**src/rx_page_pkg.sv**
```systemverilog
package rx_page_pkg;
   // Register offsets.
   localparam logic [7:0] OFS_RSVD_LO   = 8'h44;
   localparam logic [7:0] OFS_RSVD_HI   = 8'h49;
   localparam logic [7:0] OFS_LINK_CAP  = 8'h4A;
   localparam logic [7:0] OFS_RAW_EMBED = 8'h4B;
   localparam logic [7:0] OFS_PORT_SEL  = 8'h4C;
   localparam logic [7:0] OFS_PAGE_A_LO = 8'h4D;
   localparam logic [7:0] OFS_PAGE_A_HI = 8'h7F;
   localparam logic [7:0] OFS_PAGE_B_LO = 8'hD0;
   localparam logic [7:0] OFS_PAGE_B_HI = 8'hDF;
   // Field positions.
   localparam int CAP_CRC_BIT  = 4;
   localparam int EMB_CNT_HI   = 7;
   localparam int EMB_CNT_LO   = 6;
   localparam int EMB_CODE_HI  = 5;
   localparam int SEL_PHYS_BIT = 6;
   localparam int SEL_READ_BIT = 4;
   localparam int SEL_WR_HI    = 1;
   // Reset values.
   localparam logic       LINK_CAP_RESET  = 1'b0;
   localparam logic [7:0] RAW_EMBED_RESET = 8'h12;
   // Access sources: local port, control channel over port 0, over port 1.
   localparam int         NUM_SOURCES = 3;
   localparam logic [1:0] SRC_LOCAL   = 2'h0;
   localparam logic [1:0] SRC_LINK0   = 2'h1;
   localparam logic [1:0] SRC_LINK1   = 2'h2;
   // Per-source page-select defaults, indexed by source.
   localparam logic [2:0] SEL_READ_RESET = 3'h4;
   localparam logic [5:0] SEL_WR_RESET   = 6'h24;

   typedef struct packed {
      logic       write;
      logic       read;
      logic [1:0] source;
      logic [7:0] addr;
      logic [7:0] wdata;
   } reg_req_t;

   typedef struct packed {
      logic       frameStart;
      logic       longPkt;
      logic       rawTwelve;
      logic [5:0] csiType;
   } pkt_t;
endpackage

```
**src/rx_port_register_paging.sv**
```systemverilog
`timescale 1ns/1ps
// What this block does
// RULE_01: Per-port capability bit lets encoder CRC errors raise the error flag; zero suppresses them.
// RULE_02: Software sets the capability bit and clears the separate encoder CRC disable bit.
// RULE_03: Embedded count zero in raw mode: every long packet uses the raw ten or twelve type.
// RULE_04: Count one to three: that many first long packets per frame carry the embedded code.
// RULE_05: Embedded count and code have no effect while the port accepts CSI-formatted input.
// RULE_06: Embedded lines use the six-bit embedded code, which resets to 0x12.
// RULE_07: Offsets 0x4A, 0x4B, 0x4D-0x7F and 0xD0-0xDF are paged per receive port.
// RULE_08: Reads of paged registers return the bank named by the read port selector.
// RULE_09: Paged writes update every bank whose write-enable bit is one, others stay unchanged.
// RULE_10: Each access source keeps its own port-select state, never disturbing another's.
// RULE_11: The physical port field reads zero through the local port.
// RULE_12: Through the control channel the physical port field reads the carrying port number.
// RULE_13: Read selector defaults to zero locally, to the carrying port for control-channel sources.
// RULE_14: Control-channel sources default to write-enabling their own port; local defaults to none.
// RULE_15: Reserved bits and offsets 0x44-0x49 read zero and ignore writes.
module rx_port_register_paging
   import rx_page_pkg::*;
#(
   parameter int NUM_PORTS = 2
) (
   // Clock and reset.
   input  wire logic       clk_sys,
   input  wire logic       rst,
   // Register access from the local port and the control channels.
   input  wire reg_req_t   req,
   output logic [7:0]      rdata,
   output logic            rdValid,
   // Steering for paged registers held outside this block.
   output logic [1:0]      pageWrite,
   output logic            pageReadPort,
   input  wire logic [7:0] pagedRdata [2],
   // Encoder CRC error reporting.
   input  wire logic [1:0] crcErrIn,
   output logic [1:0]      crcErrFlag,
   // Packet data type substitution.
   input  wire logic [1:0] rawMode,
   input  wire pkt_t       pktIn [2],
   input  wire logic [5:0] rawTenCode,
   input  wire logic [5:0] rawTwelveCode,
   output logic [5:0]      dtOut [2],
   output logic [1:0]      dtValid
);

   if (NUM_PORTS != 2) begin : g_check
      $error("Only two receive ports are supported.");
   end

   function automatic logic inPagedRange(input logic [7:0] a);
      inPagedRange = (a >= OFS_PAGE_A_LO && a <= OFS_PAGE_A_HI) ||
                     (a >= OFS_PAGE_B_LO && a <= OFS_PAGE_B_HI);
   endfunction

   ////////////////////////////////////////////////////////////////////////////////
   // Source decode.

   logic       srcValid;
   logic [1:0] srcIdx;
   logic       wrSel;
   logic       wrCap;
   logic       wrEmbed;
   logic       physPort;

   assign srcValid = (req.source == SRC_LOCAL) || (req.source == SRC_LINK0) || (req.source == SRC_LINK1);
   assign srcIdx   = srcValid ? req.source : SRC_LOCAL;
   assign wrSel    = req.write && srcValid && (req.addr == OFS_PORT_SEL);
   assign wrCap    = req.write && srcValid && (req.addr == OFS_LINK_CAP);
   assign wrEmbed  = req.write && srcValid && (req.addr == OFS_RAW_EMBED);
   assign physPort = (req.source == SRC_LINK1); // RULE_11 RULE_12

   ////////////////////////////////////////////////////////////////////////////////
   // Per-source page select.

   logic       readSel [NUM_SOURCES];
   logic [1:0] wrEn    [NUM_SOURCES];

   always_ff @(posedge clk_sys or posedge rst) begin
      if (rst) begin
         for (int s = 0; s < NUM_SOURCES; s++) begin
            readSel[s] <= SEL_READ_RESET[s];        // RULE_13
            wrEn[s]    <= SEL_WR_RESET[2*s +: 2];   // RULE_14
         end
      end else if (wrSel) begin
         readSel[srcIdx] <= req.wdata[SEL_READ_BIT];            // RULE_10
         wrEn[srcIdx]    <= req.wdata[SEL_WR_HI:0];             // RULE_10
      end
   end

   // Paged writes are steered by the writing source's enables.
   assign pageWrite    = (req.write && srcValid && inPagedRange(req.addr)) ? wrEn[srcIdx] : 2'h0; // RULE_07 RULE_09
   assign pageReadPort = readSel[srcIdx]; // RULE_08

   ////////////////////////////////////////////////////////////////////////////////
   // Per-port banks.

   logic       crcEn     [2];
   logic [7:0] embedReg  [2];

   always_ff @(posedge clk_sys or posedge rst) begin
      if (rst) begin
         for (int p = 0; p < 2; p++) begin
            crcEn[p]    <= LINK_CAP_RESET;
            embedReg[p] <= RAW_EMBED_RESET; // RULE_06
         end
      end else begin
         for (int p = 0; p < 2; p++) begin
            if (wrCap && wrEn[srcIdx][p]) begin              // RULE_07 RULE_09
               crcEn[p] <= req.wdata[CAP_CRC_BIT];           // RULE_15
            end
            if (wrEmbed && wrEn[srcIdx][p]) begin            // RULE_07 RULE_09
               embedReg[p] <= req.wdata;
            end
         end
      end
   end

   ////////////////////////////////////////////////////////////////////////////////
   // Read path: data follows the request by one cycle.

   logic [7:0] next_rdata;

   always_comb begin
      next_rdata = 8'h00; // RULE_15
      if (srcValid) begin
         if (req.addr == OFS_LINK_CAP) begin
            next_rdata[CAP_CRC_BIT] = crcEn[readSel[srcIdx]]; // RULE_08
         end else if (req.addr == OFS_RAW_EMBED) begin
            next_rdata = embedReg[readSel[srcIdx]];           // RULE_08
         end else if (req.addr == OFS_PORT_SEL) begin
            next_rdata[SEL_PHYS_BIT] = physPort;              // RULE_11 RULE_12
            next_rdata[SEL_READ_BIT] = readSel[srcIdx];
            next_rdata[SEL_WR_HI:0]  = wrEn[srcIdx];
         end else if (inPagedRange(req.addr)) begin
            next_rdata = pagedRdata[readSel[srcIdx]];         // RULE_08
         end
      end
   end

   always_ff @(posedge clk_sys or posedge rst) begin
      if (rst) begin
         rdata   <= 8'h00;
         rdValid <= 1'b0;
      end else begin
         rdValid <= req.read;
         if (req.read) begin
            rdata <= next_rdata;
         end
      end
   end

   ////////////////////////////////////////////////////////////////////////////////
   // Encoder CRC error flag.

   always_ff @(posedge clk_sys or posedge rst) begin
      if (rst) begin
         crcErrFlag <= 2'h0;
      end else begin
         for (int p = 0; p < 2; p++) begin
            crcErrFlag[p] <= crcErrIn[p] && crcEn[p]; // RULE_01
         end
      end
   end

   ////////////////////////////////////////////////////////////////////////////////
   // Embedded data type substitution for the first lines of a frame.

   logic [1:0] lineCnt [2];
   logic [1:0] curCnt  [2];

   always_comb begin
      for (int p = 0; p < 2; p++) begin
         curCnt[p] = pktIn[p].frameStart ? 2'h0 : lineCnt[p];
      end
   end

   always_ff @(posedge clk_sys or posedge rst) begin
      if (rst) begin
         for (int p = 0; p < 2; p++) begin
            lineCnt[p] <= 2'h0;
            dtOut[p]   <= 6'h00;
         end
         dtValid <= 2'h0;
      end else begin
         for (int p = 0; p < 2; p++) begin
            dtValid[p] <= pktIn[p].longPkt;
            if (pktIn[p].longPkt) begin
               if (!rawMode[p]) begin
                  dtOut[p] <= pktIn[p].csiType;                                      // RULE_05
               end else if (curCnt[p] < embedReg[p][EMB_CNT_HI:EMB_CNT_LO]) begin
                  dtOut[p] <= embedReg[p][EMB_CODE_HI:0];                            // RULE_04 RULE_06
               end else begin
                  dtOut[p] <= pktIn[p].rawTwelve ? rawTwelveCode : rawTenCode;     // RULE_03
               end
               if (curCnt[p] != 2'h3) begin
                  lineCnt[p] <= curCnt[p] + 2'h1;
               end else begin
                  lineCnt[p] <= curCnt[p];
               end
            end else if (pktIn[p].frameStart) begin
               lineCnt[p] <= 2'h0;
            end
         end
      end
   end
endmodule

```
**config.mk**
```make
export PLATFORM = sky130hd
export DESIGN_NAME = rx_port_register_paging
export DESIGN_NICKNAME = d
export VERILOG_FILES = /design/src/rx_page_pkg.sv /design/src/rx_port_register_paging.sv
export SDC_FILE = /design/constraint.sdc
export NUM_CORES = 1
export LEC_CHECK = 0
export ABC_AREA = 1
export BUFFER_PORTS_ARGS = -buffer_cell sky130_fd_sc_hd__buf_2
export CAP_MARGIN = 20
export CORE_MARGIN = 2
export CORE_UTILIZATION = 25
export CTS_BUF_LIST = sky130_fd_sc_hd__clkbuf_2 sky130_fd_sc_hd__clkbuf_4 sky130_fd_sc_hd__clkbuf_8
export CTS_CLUSTER_DIAMETER = 150
export DETAILED_ROUTE_END_ITERATION = 8
export PLACE_DENSITY = 0.45
export SETUP_SLACK_MARGIN = 0.2
export SYNTH_ARGS = -nofsm -noshare
export SYNTH_HDL_FRONTEND = slang
export SYNTH_SLANG_ARGS = --single-unit
```
**constraint.sdc**
```tcl
create_clock -name clk_sys -period 1.9 [get_ports clk_sys]
set_input_delay 0.19 -clock clk_sys [delete_from_list [all_inputs] [get_ports clk_sys]]
set_output_delay 0.19 -clock clk_sys [all_outputs]
set_load 0.02 [all_outputs]
```
# Yosys cells after proc, flatten, opt, wreduce, memory -nomap -nowiden
# Cells that the tools add are included.
# W data, S select, Z words.
[totals]
ff_bits = 56
in_bits = 72
output_inout_bits = 28
elab_cells = 103
[op_classes]
addsub = 2
order_cmp = 9
n_eq_ne = 7
n_mux = 47
bitwise = 2
n_reduce_logical = 18
[op_table]
columns = ["cell", "count"]
rows = [
  ["$mux W8", 9],
  ["$mux W6", 6],
  ["$mux W2", 13],
  ["$eq A8 B7 Y1 const B", 3],
  ["$logic_and A1 B1 Y1", 14],
  ["$mux W1", 11],
  ["$ge A8 B7 Y1 const B", 1],
  ["$ge A8 B8 Y1 const B", 1],
  ["$le A8 B7 Y1 const B", 1],
  ["$le A8 B8 Y1 const B", 1],
  ["$bwmux W6", 1],
  ["$add A2 B1 Y2 const B", 2],
  ["$bmux W2 S2", 1],
  ["$demux W2 S2", 1],
  ["$lt A2 B2 Y1", 2],
  ["$mux W4", 1],
  ["$ne A2 B2 Y1 const B", 2],
  ["$bwmux W3", 1],
  ["$ge A3 B3 Y1 const B", 1],
  ["$logic_or A1 B1 Y1", 3],
  ["$lt A3 B1 Y1 const B", 1],
  ["$mux W3", 1],
  ["$not A2 Y3", 1],
  ["$bmux W1 S2", 1],
  ["6 further kinds", 6],
]

# Logic depth before layout (Yosys ltp)
[depth]
word_depth = 17
depth_mapped = 15
depth_no_buf = 15

# Worst setup path before layout
# No wires, ideal clock.
[synth_path]
kind = "register -> register"
startpoint = "register lineCnt[3] (netlist name)"
endpoint = "register dtOut[6] (netlist name)"
setup_ps = 77
t_arrival_ps = 1363
required_ps = 1823
slack_ps = 459
path_stages_with_launch = 10
path_buffers = 1
synth_period_minus_slack_ps = 1441
cell_sequence = "dfrtp_1 nand2_1 inv_1 ha_1 a21oi_1 inv_1 buf_2 a31oi_1 o21ai_0 a21oi_1"
[synth_via]
elab_chain_len = 4
[synth_rtl]
columns = ["item", "line", "rtl"]
rows = [
  ["start: declaration", "rx_port_register_paging.sv:168", "logic [1:0] lineCnt [2];"],
  ["start signal: indexed assignment", "rx_port_register_paging.sv:196", "lineCnt[p] <= curCnt[p] + 2'h1;"],
  ["start signal: indexed assignment", "rx_port_register_paging.sv:198", "lineCnt[p] <= curCnt[p];"],
  ["$mux W2", "--", ""],
  ["$lt A2 B2 Y1", "rx_port_register_paging.sv:190", "end else if (curCnt[p] < embedReg[p][EMB_CNT_HI:EMB_CNT_LO]) begin"],
  ["$mux W6", "rx_port_register_paging.sv:190", ""],
  ["$mux W6", "rx_port_register_paging.sv:188", "if (!rawMode[p]) begin"],
  ["end signal: indexed assignment", "rx_port_register_paging.sv:189", "dtOut[p] <= pktIn[p].csiType;"],
  ["end signal: indexed assignment", "rx_port_register_paging.sv:191", "dtOut[p] <= embedReg[p][EMB_CODE_HI:0];"],
  ["end signal: indexed assignment", "rx_port_register_paging.sv:193", "dtOut[p] <= pktIn[p].rawTwelve ? rawTwelveCode : rawTenCode;"],
  ["end: declaration", "rx_port_register_paging.sv:42", "output logic [5:0] dtOut [2],"],
]
# Every way passes these cells.
# A chain may end at the register's enable or synchronous reset.

# Worst setup path in the final report
[layout_path]
startpoint = "register wrEn[1] (netlist name)"
endpoint = "output pageWrite[1]"
[layout_via]
elab_chain_len = 4
[layout_rtl]
columns = ["item", "line", "rtl"]
rows = [
  ["start: declaration", "rx_port_register_paging.sv:76", "logic [1:0] wrEn [NUM_SOURCES];"],
  ["start signal: indexed assignment", "rx_port_register_paging.sv:82", "wrEn[s] <= SEL_WR_RESET[2*s +: 2];"],
  ["start signal: indexed assignment", "rx_port_register_paging.sv:86", "wrEn[srcIdx] <= req.wdata[SEL_WR_HI:0];"],
  ["$bmux W2 S2", "rx_port_register_paging.sv:91", "assign pageWrite = (req.write && srcValid && inPagedRange(req.addr)) ? wrEn[srcIdx] : 2'h0;"],
  ["$mux W2 (implied by the code) (2 in a row)", "rx_port_register_paging.sv:91", ""],
  ["$mux W2", "rx_port_register_paging.sv:91", ""],
  ["end: declaration", "rx_port_register_paging.sv:31", "output logic [1:0] pageWrite,"],
]
# Every way passes these cells. The select of a mux whose other input is x is not followed.

==> results.md <==
* Total GRT Usage at between 10% and 20%
* Final setup violation count at 0
* WP buf/inv at 2
* Post-Syn Nets at around 490
* Peak VDD IR at 0.260 mV
* Routed vias/inst at around 4.3
* Dpl ws at between 0.1 and 0.15 ns
* Area occupied by multi-input gates at around 0.0015 mm2
* Setup Skew at approximately 0.011 ns
* Min-Delay Path Class: in -> reg
* Critical path cell sequence: nand2_2 -> a21oi_2 -> o21a_1 -> inv_2 -> nor2_1 -> buf_4
* Mapped Area at around 0.0032 mm2
* Slew HR at 70.0%
* Sequential share of the synthesized area at 44.7%
* EDFF count, synth at 0
* F_max at approximately 0.6 GHz
* Detail Route Antenna Nets at 0
* DRT iter0 DRCs at 160
* RSZ-0062 raised after global routing: true
* First-pass GRT wire length at 13.9 mm
* Clock Pin Slew Worst Setup and Hold Paths at about 0.10 ns
* Min cycle time layout at about 1.7 ns
* #FFs+latches synth at 56
* Final nets at a little under 600
* Critical Path RT at ~1.7 ns
* Worst reg2reg setup slack at ~0.33 ns
* Final HPWL DP at 7.11 mm
* Root buffer cell: clkbuf_8
* Layout fillers at 1388
* DIE HEIGHT at roughly 120 um
* Outcome: finished, final reports clean
* Vias in the first global route at approximately 2700
* Synth cell types at 32
* Drt drc at 0
* Crit-path leading delay family: flip-flops
* Top cell type's share of synthesized area at around two fifths
* # IOs at 100
* Initial antenna violation count at 0
* Clk sinks at 56
* Syn Area/Cell at 7.70 um2
* Leak pwr at about 2 nW
* Hold Path Depth at 3
* Final hold vios at 0
* Fraction of registers with async set/reset at 100%
* WP depth at 6
* Final Total Pwr at between 2 and 3 mW
* Critical path arrival at 1.51 ns
* Slew Viols, Final at 0
* Port bufs at 99
* Fin crit share at roughly nine tenths
* Gpl congestion at around 0.87
* Worst Path Max Fanout at 3
* Total number of vias at roughly 3000
* Grt total ovfl at 0
* Fin Setup TNS at 0 ns
* Share of post-route cells with drive strength above 1 at 31.5%
* Worst setup path startpoint: wrEn[1]$_DFFE_PP1P_
* Hold Path Origin: crcErrIn[1]
* Post-Synthesis Cells at between 400 and 500
* Drt wl/cell at 13.0 um
* Finished Cell Area at slightly above 0.004 mm2
* Max Cap Violations at 0
* Synth area leaders: dfrtp_1 39%, nand2_1 16%, dfstp_2 5.8%
* Inserted Diodes at 0
* Core Region at ~0.012 mm2
* Site row count at between 40 and 50
* Crit. End Element: output port
* CTS buffer count at 5
* Die area at 0.0135 mm2
* Worst hold slack at ~0.062 ns
* Synth area leader: dfrtp_1
* # H-tree levels at 2
* DP Area at approximately 0.0038 mm2
* Post-synth top cells: 131 x nand2_1, 49 x dfrtp_1, 44 x inv_1, 31 x a21oi_1, 26 x nor2_1
* Worst Tran Pin Value at between 0.4 and 0.5 ns
* R2R Path Start: embedReg[15]$_DFFE_PP0P_
* Register area at 0.00141 mm2
* YS warnings at 0
* Router iterations before antenna repair at 4
* Type of the worst setup path: reg -> out
* Synth-to-layout area growth at 27.8%
* Critical Path Start Type: flip-flop
* Clk buf depth at 2
* Most frequent cell after synthesis: nand2_1
* Largest net degree at the start of global routing at 39
* Critical path's slowest cell: dfstp_2
* CTS tree: done
* Initial Util at about a quarter
* DIE WIDTH at about 120 um
* Worst r2r path cells at 6
* Worst-skew pair later-pin latency at 0.32 ns
* Worst path max stage delay at roughly 0.56 ns
* WL final at 9.00 mm
* Power Density at around 630 mW/mm2
* Setup ws final at 0.205 ns
* Synth Flop Type: dfrtp_1
==> final timing paths <==
| kind | end |
|---|---|
| worst max-delay path | pageWrite[1] |
| worst min-delay path | crcErrFlag[1]$_DFF_PP0_ |
| worst max register to register | dtOut[10]$_DFFE_PP0P_ |
| worst min register to register | rdata[2]$_DFFE_PP0P_ |
| max in group asynchronous | embedReg[9]$_DFFE_PP1P_ |
| min in group asynchronous | rdata[3]$_DFFE_PP0P_ |
==> registers in the layout, summed over array words and instances, names as in the netlist <==
name	cells
crcEn	2
crcErrFlag	2
dtOut	12
dtValid	2
embedReg	16
lineCnt	4
rdValid	1
rdata	8
readSel	3
wrEn	6
==> kinds of logic after synthesis <==
| group | after synthesis | share of synthesized area [%] |
|---|---|---|
| adders and majority gates | 6 | 2.38 |
| DFF | 56 | 44.7 |
| AOI/OAI and AO/OA | 94 | 17.7 |
| and+or+nand+nor | 196 | 27.4 |
| buffers and inverters | 58 | 7.81 |
==> timing repair <==
action / in CTS / in global routing
gates resized for setup: 2 / 16
cloned: 0 / 1
hold endpoints to repair: 19 / 0
pin swaps: 0 / 5
hold buffers: 2 / 0
buffers inserted: 1 / 4
endpoints found under the setup margin: 2 / 15
==> area by class of cell <==
| type | instances | share of cell area (%) |
|---|---|---|
| Timing Repair inverter | 1 | 0.186 |
| Clock inverter | 1 | 0.186 |
| Tap cell | 172 | 5.33 |
| Timing Repair Buffer | 107 | 14.3 |
| Multi-Input combinational cell | 296 | 38.1 |
| Inverter | 50 | 4.65 |
| Sequential cell | 56 | 34.9 |
| Clock buffer | 7 | 2.23 |
==> per-layer routing <==
| metal | global-route usage (%) | up-vias | share of wire (%) |
|---|---|---|---|
| met2 | 21.3 | 65 | 48 |
| li1 | - | 1543 | - |
| met5 | 0 | - | 0 |
| met4 | 3.33 | 0 | 1.0 |
| met1 | 18.7 | 1371 | 47 |
| met3 | 2.23 | 5 | 4.8 |
==> stage by stage <==
| stage | cells | util [%] |
|---|---|---|
| global placement | 674 | 30.7 |
| detailed placement | 674 | 30.7 |
| global route | 690 | 32.4 |
| CTS | 685 | 31.8 |
| finish | 690 | 32.4 |
| floorplan | 410 | - |
==> report_power, final <==
part	switching (mW)	internal (mW)
Sequential	0.0350	1.25
Clock	0.398	0.312
Combinational	0.329	0.199
==> tightest hold or removal path: stages <==
cell and delay (ns):
buf_2 0.08, nand2_1 0.04, inv_1 0.04
==> cells in the final DEF (no fill, tap or decap), types with 2 or more instances in the layout <==
| cell | n |
|---|---|
| nand2_1 | 130 |
| buf_2 | 97 |
| dfrtp_1 | 49 |
| inv_1 | 39 |
| a21oi_1 | 29 |
| nor2_1 | 26 |
| o21ai_0 | 20 |
| o21ai_2 | 16 |
| nand3_1 | 15 |
| a31oi_1 | 12 |
| o21ai_1 | 9 |
| inv_2 | 7 |
| dfstp_2 | 7 |
| buf_4 | 7 |
| nand2_2 | 6 |
| clkbuf_8 | 6 |
| o211ai_1 | 5 |
| or2_1 | 5 |
| clkinv_1 | 4 |
| ha_1 | 4 |
| nor2_4 | 2 |
| nand4_1 | 2 |
| nor3_1 | 2 |
| clkinvlp_4 | 2 |
| dlygate4sd3_1 | 2 |
Note: power is estimated with default switching activity, not from simulation.
